File: config.mk
export PLATFORM = sky130hd
export DESIGN_NAME = front_panel_status_leds
export DESIGN_NICKNAME = d
export VERILOG_FILES = /design/src/hw/panel_lamp_pkg.sv /design/src/hw/front_panel_status_leds.sv
export VERILOG_INCLUDE_DIRS = /design/src /design/src/hw
export SDC_FILE = /design/constraint.sdc
export NUM_CORES = 1
export LEC_CHECK = 0
export BUFFER_PORTS_ARGS = -buffer_cell sky130_fd_sc_hd__buf_2
export CAP_MARGIN = 20
export CORE_MARGIN = 5
export CORE_UTILIZATION = 28
export CTS_BUF_LIST = sky130_fd_sc_hd__clkbuf_8
export DETAILED_ROUTE_END_ITERATION = 6
export PLACE_DENSITY = 0.53
export SYNTH_ARGS = -nofsm -noshare
export SYNTH_HDL_FRONTEND = slang
export SYNTH_SLANG_ARGS = --single-unit
File: constraint.sdc
create_clock -name clk -period 4.1 [get_ports clk]
set_clock_uncertainty 0.1 [all_clocks]
set_input_delay 0.615 -clock clk [delete_from_list [all_inputs] [get_ports clk]]
set_output_delay 0.615 -clock clk [all_outputs]
set_load 0.005 [all_outputs]
File: src/hw/panel_lamp_params.svh
// Timing figures, counts and widths for the front-panel lamp logic
`ifndef PANEL_LAMP_PARAMS_SVH
`define PANEL_LAMP_PARAMS_SVH

// ----------------------------------------
// Clock and time base
// ----------------------------------------
`define CLK_PERIOD_NS 4
`define MS_TICK_NS 1000000

// ----------------------------------------
// Lamp timing, in milliseconds
// ----------------------------------------
`define GEN1_HALF_MS 1000
`define GEN2_HALF_MS 500
`define PPS_FLASH_MS 100
`define OVL_HOLD_MS 50

// ----------------------------------------
// Counts and widths
// ----------------------------------------
`define MS_CNT_W 11
`define NUM_CH 4
`define NUM_THERM 4
`define SAMP_W 16

`endif

File: src/hw/panel_lamp_pkg.sv
// Types shared by the front-panel lamp logic
package panel_lamp_pkg;

   // ----------------------------------------
   // Trained link speed code
   // ----------------------------------------
   typedef enum logic [1:0] {
      SPEED_NONE = 2'h0,
      SPEED_GEN1 = 2'h1,
      SPEED_GEN2 = 2'h2,
      SPEED_GEN3 = 2'h3
   } link_speed_e;

   // ----------------------------------------
   // Link lamp pattern states
   // ----------------------------------------
   typedef enum logic [3:0] {
      LINK_DARK = 4'h1,
      LINK_SLOW = 4'h2,
      LINK_MED = 4'h4,
      LINK_STEADY = 4'h8
   } link_lamp_e;

endpackage

File: src/hw/front_panel_status_leds.sv
// Front-panel status lamp driver for a four-channel acquisition module
`include "panel_lamp_params.svh"
`timescale 1ns/1ps
`default_nettype none

module front_panel_status_leds #(
   parameter int unsigned TICK_CYC = `MS_TICK_NS / `CLK_PERIOD_NS,
   parameter int unsigned NUM_CH = `NUM_CH,
   parameter int unsigned NUM_THERM = `NUM_THERM,
   parameter int unsigned SAMP_W = `SAMP_W
) (
   // Clock and reset
   input wire logic clk,
   input wire logic rst,
   // Link status, same clock
   input wire logic link_up,
   input wire panel_lamp_pkg::link_speed_e link_speed,
   // Configuration and user
   input wire logic bus_master_cfg,
   input wire logic user_lamp_req,
   // Asynchronous status inputs
   input wire logic pps_pulse,
   input wire logic pps_valid,
   input wire logic samp_clk_detect,
   input wire logic [NUM_THERM-1:0] therm_alarm,
   input wire logic [NUM_CH-1:0] adc_overload,
   input wire logic [NUM_CH-1:0] fifo_overrun,
   // Sample stream
   input wire logic samp_valid_in,
   input wire logic [SAMP_W-1:0] samp_data_in,
   output logic samp_valid_out,
   output logic [SAMP_W-1:0] samp_data_out,
   // Lamps
   output logic link_speed_lamp,
   output logic user_lamp,
   output logic bus_master_lamp,
   output logic pulse_lamp,
   output logic thermal_alarm_lamp,
   output logic clock_lamp,
   output logic [NUM_CH-1:0] overload_lamp
);
   import panel_lamp_pkg::*;

   localparam int unsigned SW = 3 + NUM_THERM + 2 * NUM_CH;
   localparam int unsigned TW = $clog2(TICK_CYC + 1);
   localparam logic [`MS_CNT_W-1:0] G1_HALF = `MS_CNT_W'(`GEN1_HALF_MS);
   localparam logic [`MS_CNT_W-1:0] G2_HALF = `MS_CNT_W'(`GEN2_HALF_MS);
   localparam logic [`MS_CNT_W-1:0] FLASH_MS = `MS_CNT_W'(`PPS_FLASH_MS);
   localparam logic [`MS_CNT_W-1:0] HOLD_MS = `MS_CNT_W'(`OVL_HOLD_MS);

   // ----------------------------------------
   // Input synchronisers
   // ----------------------------------------
   logic [SW-1:0] async_in;
   logic [SW-1:0] sync1_ff;
   logic [SW-1:0] sync2_ff;
   logic pps_s;
   logic pps_ok_s;
   logic clk_ok_s;
   logic [NUM_THERM-1:0] therm_s;
   logic [NUM_CH-1:0] ovl_s;
   logic [NUM_CH-1:0] ovr_s;
   assign async_in = {fifo_overrun, adc_overload, therm_alarm,
                      samp_clk_detect, pps_valid, pps_pulse};
   always_ff @(posedge clk) begin
      if (rst) begin
         sync1_ff <= '0;
         sync2_ff <= '0;
      end else begin
         sync1_ff <= async_in;
         sync2_ff <= sync1_ff;
      end
   end
   assign pps_s = sync2_ff[0];
   assign pps_ok_s = sync2_ff[1];
   assign clk_ok_s = sync2_ff[2];
   assign therm_s = sync2_ff[3 +: NUM_THERM];
   assign ovl_s = sync2_ff[3 + NUM_THERM +: NUM_CH];
   assign ovr_s = sync2_ff[3 + NUM_THERM + NUM_CH +: NUM_CH];

   // ----------------------------------------
   // Millisecond tick divider
   // ----------------------------------------
   logic [TW-1:0] tick_cnt_ff;
   logic [TW-1:0] nxt_tick_cnt;
   logic ms_tick;
   assign ms_tick = (tick_cnt_ff == TW'(TICK_CYC - 1));
   always_comb begin
      nxt_tick_cnt = ms_tick ? '0 : tick_cnt_ff + TW'(1);
   end
   always_ff @(posedge clk) begin
      if (rst) begin
         tick_cnt_ff <= '0;
      end else begin
         tick_cnt_ff <= nxt_tick_cnt;
      end
   end

   // ----------------------------------------
   // Link lamp pattern
   // ----------------------------------------
   link_lamp_e link_st_ff;
   link_lamp_e nxt_link_st;
   logic [`MS_CNT_W-1:0] blink_cnt_ff;
   logic [`MS_CNT_W-1:0] nxt_blink_cnt;
   logic [`MS_CNT_W-1:0] half_ms;
   logic link_lamp_ff;
   logic nxt_link_lamp;

   always_comb begin
      nxt_link_st = LINK_DARK;
      if (link_up) begin
         unique case (link_speed)
            SPEED_GEN1: nxt_link_st = LINK_SLOW;
            SPEED_GEN2: nxt_link_st = LINK_MED;
            SPEED_GEN3: nxt_link_st = LINK_STEADY;
            SPEED_NONE: nxt_link_st = LINK_DARK;
         endcase
      end
   end
   // Restart the blink phase on every pattern change, lit unless the new pattern is dark, so a new speed shows at once
   always_comb begin
      half_ms = (link_st_ff == LINK_SLOW) ? G1_HALF : G2_HALF;
      nxt_blink_cnt = blink_cnt_ff;
      nxt_link_lamp = link_lamp_ff;
      if (nxt_link_st != link_st_ff) begin
         nxt_blink_cnt = '0;
         nxt_link_lamp = (nxt_link_st != LINK_DARK);
      end else begin
         unique case (link_st_ff)
            LINK_DARK: nxt_link_lamp = 1'b0;
            LINK_STEADY: nxt_link_lamp = 1'b1;
            LINK_SLOW, LINK_MED: begin
               if (ms_tick) begin
                  if (blink_cnt_ff == half_ms - `MS_CNT_W'(1)) begin
                     nxt_blink_cnt = '0;
                     nxt_link_lamp = ~link_lamp_ff;
                  end else begin
                     nxt_blink_cnt = blink_cnt_ff + `MS_CNT_W'(1);
                  end
               end
            end
            default: nxt_link_lamp = 1'b0;
         endcase
      end
   end
   always_ff @(posedge clk) begin
      if (rst) begin
         link_st_ff <= LINK_DARK;
         blink_cnt_ff <= '0;
         link_lamp_ff <= 1'b0;
      end else begin
         link_st_ff <= nxt_link_st;
         blink_cnt_ff <= nxt_blink_cnt;
         link_lamp_ff <= nxt_link_lamp;
      end
   end
   assign link_speed_lamp = link_lamp_ff;

   // ----------------------------------------
   // Pulse-per-second flash
   // ----------------------------------------
   logic pps_dly_ff;
   logic [`MS_CNT_W-1:0] flash_cnt_ff;
   logic [`MS_CNT_W-1:0] nxt_flash_cnt;
   logic pps_rise;
   assign pps_rise = pps_s & ~pps_dly_ff & pps_ok_s;
   // Fixed-length flash so the lamp follows the pulse rate, not pulse width
   always_comb begin
      nxt_flash_cnt = flash_cnt_ff;
      if (pps_rise) begin
         nxt_flash_cnt = FLASH_MS;
      end else if (!pps_ok_s) begin
         nxt_flash_cnt = '0;
      end else if (ms_tick && flash_cnt_ff != '0) begin
         nxt_flash_cnt = flash_cnt_ff - `MS_CNT_W'(1);
      end
   end
   always_ff @(posedge clk) begin
      if (rst) begin
         pps_dly_ff <= 1'b0;
         flash_cnt_ff <= '0;
      end else begin
         pps_dly_ff <= pps_s;
         flash_cnt_ff <= nxt_flash_cnt;
      end
   end
   assign pulse_lamp = (flash_cnt_ff != '0);

   // ----------------------------------------
   // Overload lamps with hold time
   // ----------------------------------------
   // Unpacked, so each channel's processes own whole words of their own
   logic [`MS_CNT_W-1:0] hold_ff [NUM_CH];
   logic [`MS_CNT_W-1:0] nxt_hold [NUM_CH];
   // A single-sample overload is stretched, or nobody would ever see it
   for (genvar ch = 0; ch < NUM_CH; ch++) begin : g_ovl
      always_comb begin
         nxt_hold[ch] = hold_ff[ch];
         if (ovl_s[ch] || ovr_s[ch]) begin
            nxt_hold[ch] = HOLD_MS;
         end else if (ms_tick && hold_ff[ch] != '0) begin
            nxt_hold[ch] = hold_ff[ch] - `MS_CNT_W'(1);
         end
      end
      always_ff @(posedge clk) begin
         if (rst) begin
            hold_ff[ch] <= '0;
         end else begin
            hold_ff[ch] <= nxt_hold[ch];
         end
      end
      assign overload_lamp[ch] = (hold_ff[ch] != '0);
   end

   // ----------------------------------------
   // Steady lamps and sample gate
   // ----------------------------------------
   logic master_ff;
   logic user_ff;
   logic therm_ff;
   logic clk_lamp_ff;
   logic sv_ff;
   logic [SAMP_W-1:0] sd_ff;
   logic nxt_master;
   logic nxt_user;
   logic nxt_therm;
   logic nxt_clk_lamp;
   logic nxt_sv;
   logic [SAMP_W-1:0] nxt_sd;

   always_comb begin
      nxt_master = bus_master_cfg;
      nxt_user = user_lamp_req;
      nxt_therm = |therm_s;
      nxt_clk_lamp = clk_ok_s;
      nxt_sv = samp_valid_in & clk_ok_s;
      nxt_sd = nxt_sv ? samp_data_in : sd_ff;
   end

   always_ff @(posedge clk) begin
      if (rst) begin
         master_ff <= 1'b0;
         user_ff <= 1'b0;
         therm_ff <= 1'b0;
         clk_lamp_ff <= 1'b0;
         sv_ff <= 1'b0;
         sd_ff <= '0;
      end else begin
         master_ff <= nxt_master;
         user_ff <= nxt_user;
         therm_ff <= nxt_therm;
         clk_lamp_ff <= nxt_clk_lamp;
         sv_ff <= nxt_sv;
         sd_ff <= nxt_sd;
      end
   end

   assign bus_master_lamp = master_ff;
   assign user_lamp = user_ff;
   assign thermal_alarm_lamp = therm_ff;
   assign clock_lamp = clk_lamp_ff;
   assign samp_valid_out = sv_ff;
   assign samp_data_out = sd_ff;
endmodule // front_panel_status_leds

`default_nettype wire

== After elaboration in Yosys (flattened, before gate mapping) ==
Memories as Yosys holds them, arrays and structs flattened.
Cells that the tools add are included.

* Memories kept: 1
* Word-level logic and storage cells: 95
* RAM bits: 44
* Output and inout port bits: 27
* Input port bits: 39
* Register bits: 97

* Equality and inequality tests: 13
* Multiplexer cells: 26
* $add $sub $neg: 8
* Reductions and logical operators: 22
* Bitwise logic cells: 10

{| class="wikitable"
|+ Memories
! name !! words !! width !! read ports !! clocked after memory_dff !! write ports !! line !! text
|-
| hold_ff || 4 || 11 || 4 || 0 || 4 || front_panel_status_leds.sv:194 || <nowiki>logic [`MS_CNT_W-1:0] hold_ff [NUM_CH];</nowiki>
|}

{| class="wikitable"
|+ Operators with widths
! cell !! count
|-
| 2-to-1 mux 11 bit || 13
|-
| nonzero test 11 bit || 5
|-
| subtractor 11 x 1 -> 11 bit, second input constant || 5
|-
| 2-to-1 mux 7 bit || 3
|-
| adder 18 x 1 -> 18 bit, second input constant || 1
|-
| equality test 18 bit, second input constant || 1
|-
| one-hot mux 4 bit (4 select lines) || 1
|-
| adder 11 x 1 -> 11 bit, second input constant || 1
|-
| equality test 11 bit || 1
|-
| subtractor 10 x 1 -> 11 bit, second input constant || 1
|-
| 2-to-1 mux 10 bit || 1
|-
| 2-to-1 mux 1 bit || 6
|-
| inequality test 3 bit, second input constant || 2
|-
| OR reduction 2 bit || 3
|-
| logical AND 1 bit || 5
|-
| equality test 2 bit, second input constant || 2
|-
| equality test 4 x 2 -> 1 bit, second input constant || 1
|-
| equality test 4 x 3 -> 1 bit, second input constant || 1
|-
| equality test 4 bit, second input constant || 1
|-
| logical OR 1 bit || 4
|-
| 2-to-1 mux 4 bit || 1
|-
| inequality test 4 x 1 -> 1 bit, second input constant || 1
|-
| inequality test 4 bit || 1
|-
| bitwise OR 1 bit || 4
|-
| other kinds (9) || 14
|}

== Longest topological paths before layout ==
* Depth in word-level cells: 8
* Gate-level depth with buffers: 8
* Gate-level depth less buffers: 7

== Worst setup path before layout ==
OpenSTA, ideal clock, no wires.

* Path type: register -> register
* From: register tick_cnt_ff[5]
* To: register flash_cnt_ff[9]
* Arrival: 2.256 ns
* Clock period less this slack: 2.480 ns
* Library setup time: 0.123 ns
* Buffers on the path: 0
* Required time: 3.877 ns
* Cell stages (with the launch flop): 6
* Setup slack: 1.620 ns
* Cell sequence: dfxtp_1 > or4b_4 > or3_4 > or4b_4 > nor3_2 > mux2_1

* Cells in the longest elaborated chain, start to end: 2

{| class="wikitable"
|+ Ends and longest elaborated chain
! element !! line !! text
|-
| from (decl) || front_panel_status_leds.sv:84 || <nowiki>logic [TW-1:0] tick_cnt_ff;</nowiki>
|-
| from (signal assigned) || front_panel_status_leds.sv:95 || <nowiki>tick_cnt_ff <= nxt_tick_cnt;</nowiki>
|-
| equality test 18 bit || front_panel_status_leds.sv:87 || <nowiki>assign ms_tick = (tick_cnt_ff == TW'(TICK_CYC - 1));</nowiki>
|-
| logical AND 1 bit || front_panel_status_leds.sv:175 || <nowiki>end else if (ms_tick && flash_cnt_ff != '0) begin</nowiki>
|-
| to (signal assigned) || front_panel_status_leds.sv:185 || <nowiki>flash_cnt_ff <= nxt_flash_cnt;</nowiki>
|-
| to (decl) || front_panel_status_leds.sv:164 || <nowiki>logic [`MS_CNT_W-1:0] flash_cnt_ff;</nowiki>
|}

Every way passes these cells.
A chain may end at the register's enable or synchronous reset.

==> run summary <==
The run finished with clean final reports. The peak fanout along the critical path came out at 7. The buffer count from post-CTS setup fixing came out at 0. The final instance count without filler cells came out at roughly 1000. The post-cts resize count is 0.

The number of design rule violations left after detail routing came out at 0. The count of warnings emitted by yosys is 0. After detailed routing, the average wire length per cell comes to between 10 and 15 microns. The clock-pin slew on the worst setup and hold paths is 80 ps. The standard cell core area came out at roughly 21000 sq um. Among all cell types in the netlist, the one instantiated most often is sky130_fd_sc_hd__dfxtp_1. Using the TritonRoute via totals, the vias-per-cell ratio works out to roughly 4.6. The worst setup path is captured at a primary output. The number of antenna violations at the first check in global routing came to 0. The number of flops mapped to enable cells by yosys came out at 0. The final count of hold timing violations came to 0. The most used flip-flop cell after synthesis is sky130_fd_sc_hd__dfxtp_1. The power density over cell area is slightly below 400 nW/um^2. Counting flops with an async set or reset pin after synthesis yields a share of 0%. The H-tree was split into 4 levels. The number of nets in the layout came out at between 700 and 800. The total track usage is 10.3%. The via count of the first global-routing pass is ~4400. The worst IR drop on VDD is 191 uV. The mean cell area of the mapped netlist came out at 8.85 sq um.

The post-synthesis instance area came out at just under 6000 sq um. The fmax is 329 MHz. The global route total overflow came out at 0.

For this run, the detailed router's first-pass iteration total came to 4. Of the cells placed in the final design, the portion with a size suffix greater than 1 is ~15%. Setup repair after global routing left no endpoint under its margin. The initial core utilization is roughly 28%. Summed over all instances, the cell type with the most area after synthesis is sky130_fd_sc_hd__dfxtp_1. The wire-length estimate of the detail-placed layout is about 8400 microns. The number of pins exceeding their max-slew limit in the final report came to 0. The cell chosen for the clock root is sky130_fd_sc_hd__clkbuf_8.

The minimum clock period came out at just over 3000 ps. The post-placement cell area came out at around 6500 sq um. The analysis attributes to cell leakage a power of between 2 and 3 nW. The total number of vias came out at 4706. The number of diodes added for antenna fixing came out at 0. Synthesis produced 670 cells. The number of placed cells counting well taps is roughly 980. The headroom to the max-slew limit came out at 46.3%.

Setup violations remaining at the end of the flow were counted as 0. Synthesis instantiated between 50 and 60 different standard cells from the library. Row generation in the floorplan step produced between 50 and 60 rows. The area share of the largest cell type after synthesis is 47.6%.

No sink is reached through more buffers than the 2 on the longest clock path. The detailed router finished its first iteration with 203 violations. The final RePlAce weighted congestion came out at 0.737. TritonCTS built the clock tree. The floorplan die width came out at 156 microns.

The cell area after layout came out at slightly below 7000 sq um. The sequential element share of the synthesized area is 47.6%. The area overhead of the layout relative to synthesis is 16.0%. Overall power consumption after layout is estimated at 2.66 mW. CTS saw approximately 140 sinks. The insertion delay of the later-clocked pin in the worst-skew pair is 440 ps. The count of max-cap constraint violations came out at 0.

The floorplan die area came out at 24200 sq um. STA classifies the critical path startpoint as a register. The global-route wire length before repair came out at ~21000 microns. The count of boundary I/O pins is 66. The setup total negative slack is 0 ps. STA puts the critical path data required time at approximately 3400 ps. After layout, the worst path uses between 70% and 80% of the clock period. In this run the tool buffered the top-level ports with 65 buffer cells. By startpoint and endpoint, the worst setup path is classified as register to primary output.

In this run, synthesis produced a sequential element count of around 140. TritonCTS created 17 clock buffers. Entering global routing, the biggest net connects 33 pins.

The number of hold buffers added after CTS came out at 0. The total wire length after detailed routing is around 12000 microns. In this run the vertical extent of the chip is between 150 and 200 microns. Yosys attributes the largest share of cell area to sky130_fd_sc_hd__dfxtp_1 48%, sky130_fd_sc_hd__a21oi_1 4.2%, sky130_fd_sc_hd__nor2_1 4.2%. Synthesis produced a netlist with a net count of between 700 and 800. The commonest cells after synthesis are 141 x sky130_fd_sc_hd__dfxtp_1, 66 x sky130_fd_sc_hd__nor2_1, 53 x sky130_fd_sc_hd__nand2_1. The arrival time at the worst endpoint is 2330 ps.

The min-delay analysis places its worst path in the category primary input to register. The remaining antenna violation count after routing came out at 0. The actual slew at the worst max-slew pin is ~800 ps.
## power by group
part           internal (mW)  switching [mW]
combinational         0.0711          0.0928
clock                  0.573           0.507
sequential              1.40          0.0191
## path summary, 6_finish.rpt
| path | from | to | slack [ps] | cells after the start |
|---|---|---|---|---|
| setup / recovery | hold_ff[1][0]$_SDFFE_PP0P_ | overload_lamp[1] | 1060 | 5 |
| hold / removal | therm_alarm[3] | sync1_ff[6]$_SDFF_PP0_ | 280 | 2 |
| setup reg to reg | tick_cnt_ff[5]$_SDFF_PP0_ | flash_cnt_ff[9]$_SDFFE_PP0N_ | 1490 | 5 |
| hold reg to reg | sync1_ff[4]$_SDFF_PP0_ | sync2_ff[4]$_SDFF_PP0_ | 330 | 1 |
## per-layer routing
| layer | track usage, % | wire [microns] | vias to the layer above |
|---|---|---|---|
| li1 | - | - | 2462 |
| met1 | 13.7 | 6090 | 2155 |
| met2 | 15.4 | 5280 | 80 |
| met3 | 3.83 | 680 | 9 |
| met4 | 3.46 | 120 | 0 |
| met5 | 0 | 0 | - |
## worst max-delay path, stage by stage (launching register included)
cell                      delay, ps
sky130_fd_sc_hd__dfxtp_1        320
sky130_fd_sc_hd__inv_1          110
sky130_fd_sc_hd__ha_1           150
sky130_fd_sc_hd__or4b_2         560
sky130_fd_sc_hd__or4_1          560
sky130_fd_sc_hd__buf_2          190
## layout make-up
cell class              count  area, sq um
multi-input cells         478         2910
well taps                 275          344
clock inverters            11          103
repair buffers             68          348
flip-flops and latches    141         2820
fillers                  2251        14100
inverters                  21         78.8
clock buffers              20          275
## cell usage in the layout, fill, tap and decap left out, types with 3 or more instances in the layout
| master | instances |
|---|---|
| sky130_fd_sc_hd__nand2_1 | 53 |
| sky130_fd_sc_hd__o31ai_1 | 11 |
| sky130_fd_sc_hd__clkbuf_8 | 20 |
| sky130_fd_sc_hd__nor2_1 | 66 |
| sky130_fd_sc_hd__nand3_1 | 15 |
| sky130_fd_sc_hd__xor2_1 | 17 |
| sky130_fd_sc_hd__a31oi_1 | 10 |
| sky130_fd_sc_hd__nand4_1 | 20 |
| sky130_fd_sc_hd__nand3b_1 | 4 |
| sky130_fd_sc_hd__xnor2_1 | 24 |
| sky130_fd_sc_hd__o21ai_0 | 19 |
| sky130_fd_sc_hd__or4_1 | 22 |
| sky130_fd_sc_hd__nor2b_1 | 37 |
| sky130_fd_sc_hd__nor4_1 | 13 |
| sky130_fd_sc_hd__and3_1 | 5 |
| sky130_fd_sc_hd__a21oi_1 | 50 |
| sky130_fd_sc_hd__and2_1 | 3 |
| sky130_fd_sc_hd__and4_1 | 4 |
| sky130_fd_sc_hd__nor3_1 | 16 |
| sky130_fd_sc_hd__or2_2 | 6 |
| sky130_fd_sc_hd__clkinv_2 | 4 |
| sky130_fd_sc_hd__nand2b_1 | 9 |
| sky130_fd_sc_hd__buf_2 | 65 |
| sky130_fd_sc_hd__buf_4 | 3 |
| sky130_fd_sc_hd__inv_1 | 25 |
| sky130_fd_sc_hd__ha_1 | 10 |
| sky130_fd_sc_hd__or3_1 | 30 |
| sky130_fd_sc_hd__dfxtp_1 | 141 |
## registers in the layout, indices dropped and copies added, names as in the netlist
signal,cells
link_st_ff,4
user_lamp,1
samp_data_out,16
bus_master_lamp,1
clock_lamp,1
link_speed_lamp,1
tick_cnt_ff,18
samp_valid_out,1
blink_cnt_ff,11
sync1_ff,15
sync2_ff,15
pps_dly_ff,1
hold_ff,44
thermal_alarm_lamp,1
flash_cnt_ff,11
## logic make-up (layout without fill, tap and decap cells)
group / after synthesis / after routing / share of synthesized area (%)
adder cells (fa/ha/maj): 10 / 10 / 2.11
buffers and inverters: 51 / 120 / 3.33
AND/OR/NAND/NOR: 320 / 320 / 29.8
multiplexers: 5 / 5 / 0.907
flip-flops: 141 / 141 / 47.6
XOR/XNOR: 41 / 41 / 6.05
AO/OA/AOI/OAI: 102 / 102 / 10.2
## through the flow
| stage | setup WS, ps | utilization, % | hold slack, ps |
|---|---|---|---|
| after floorplan | 1620 | - | 314 |
| after global placement | 1510 | 31.0 | 320 |
| after detailed placement | 1480 | 31.0 | 325 |
| after CTS | 1030 | 32.8 | 254 |
| final | 1060 | 32.8 | 284 |
| after global routing | 930 | 32.8 | 258 |
Note: power is estimated with default switching activity, not from simulation.
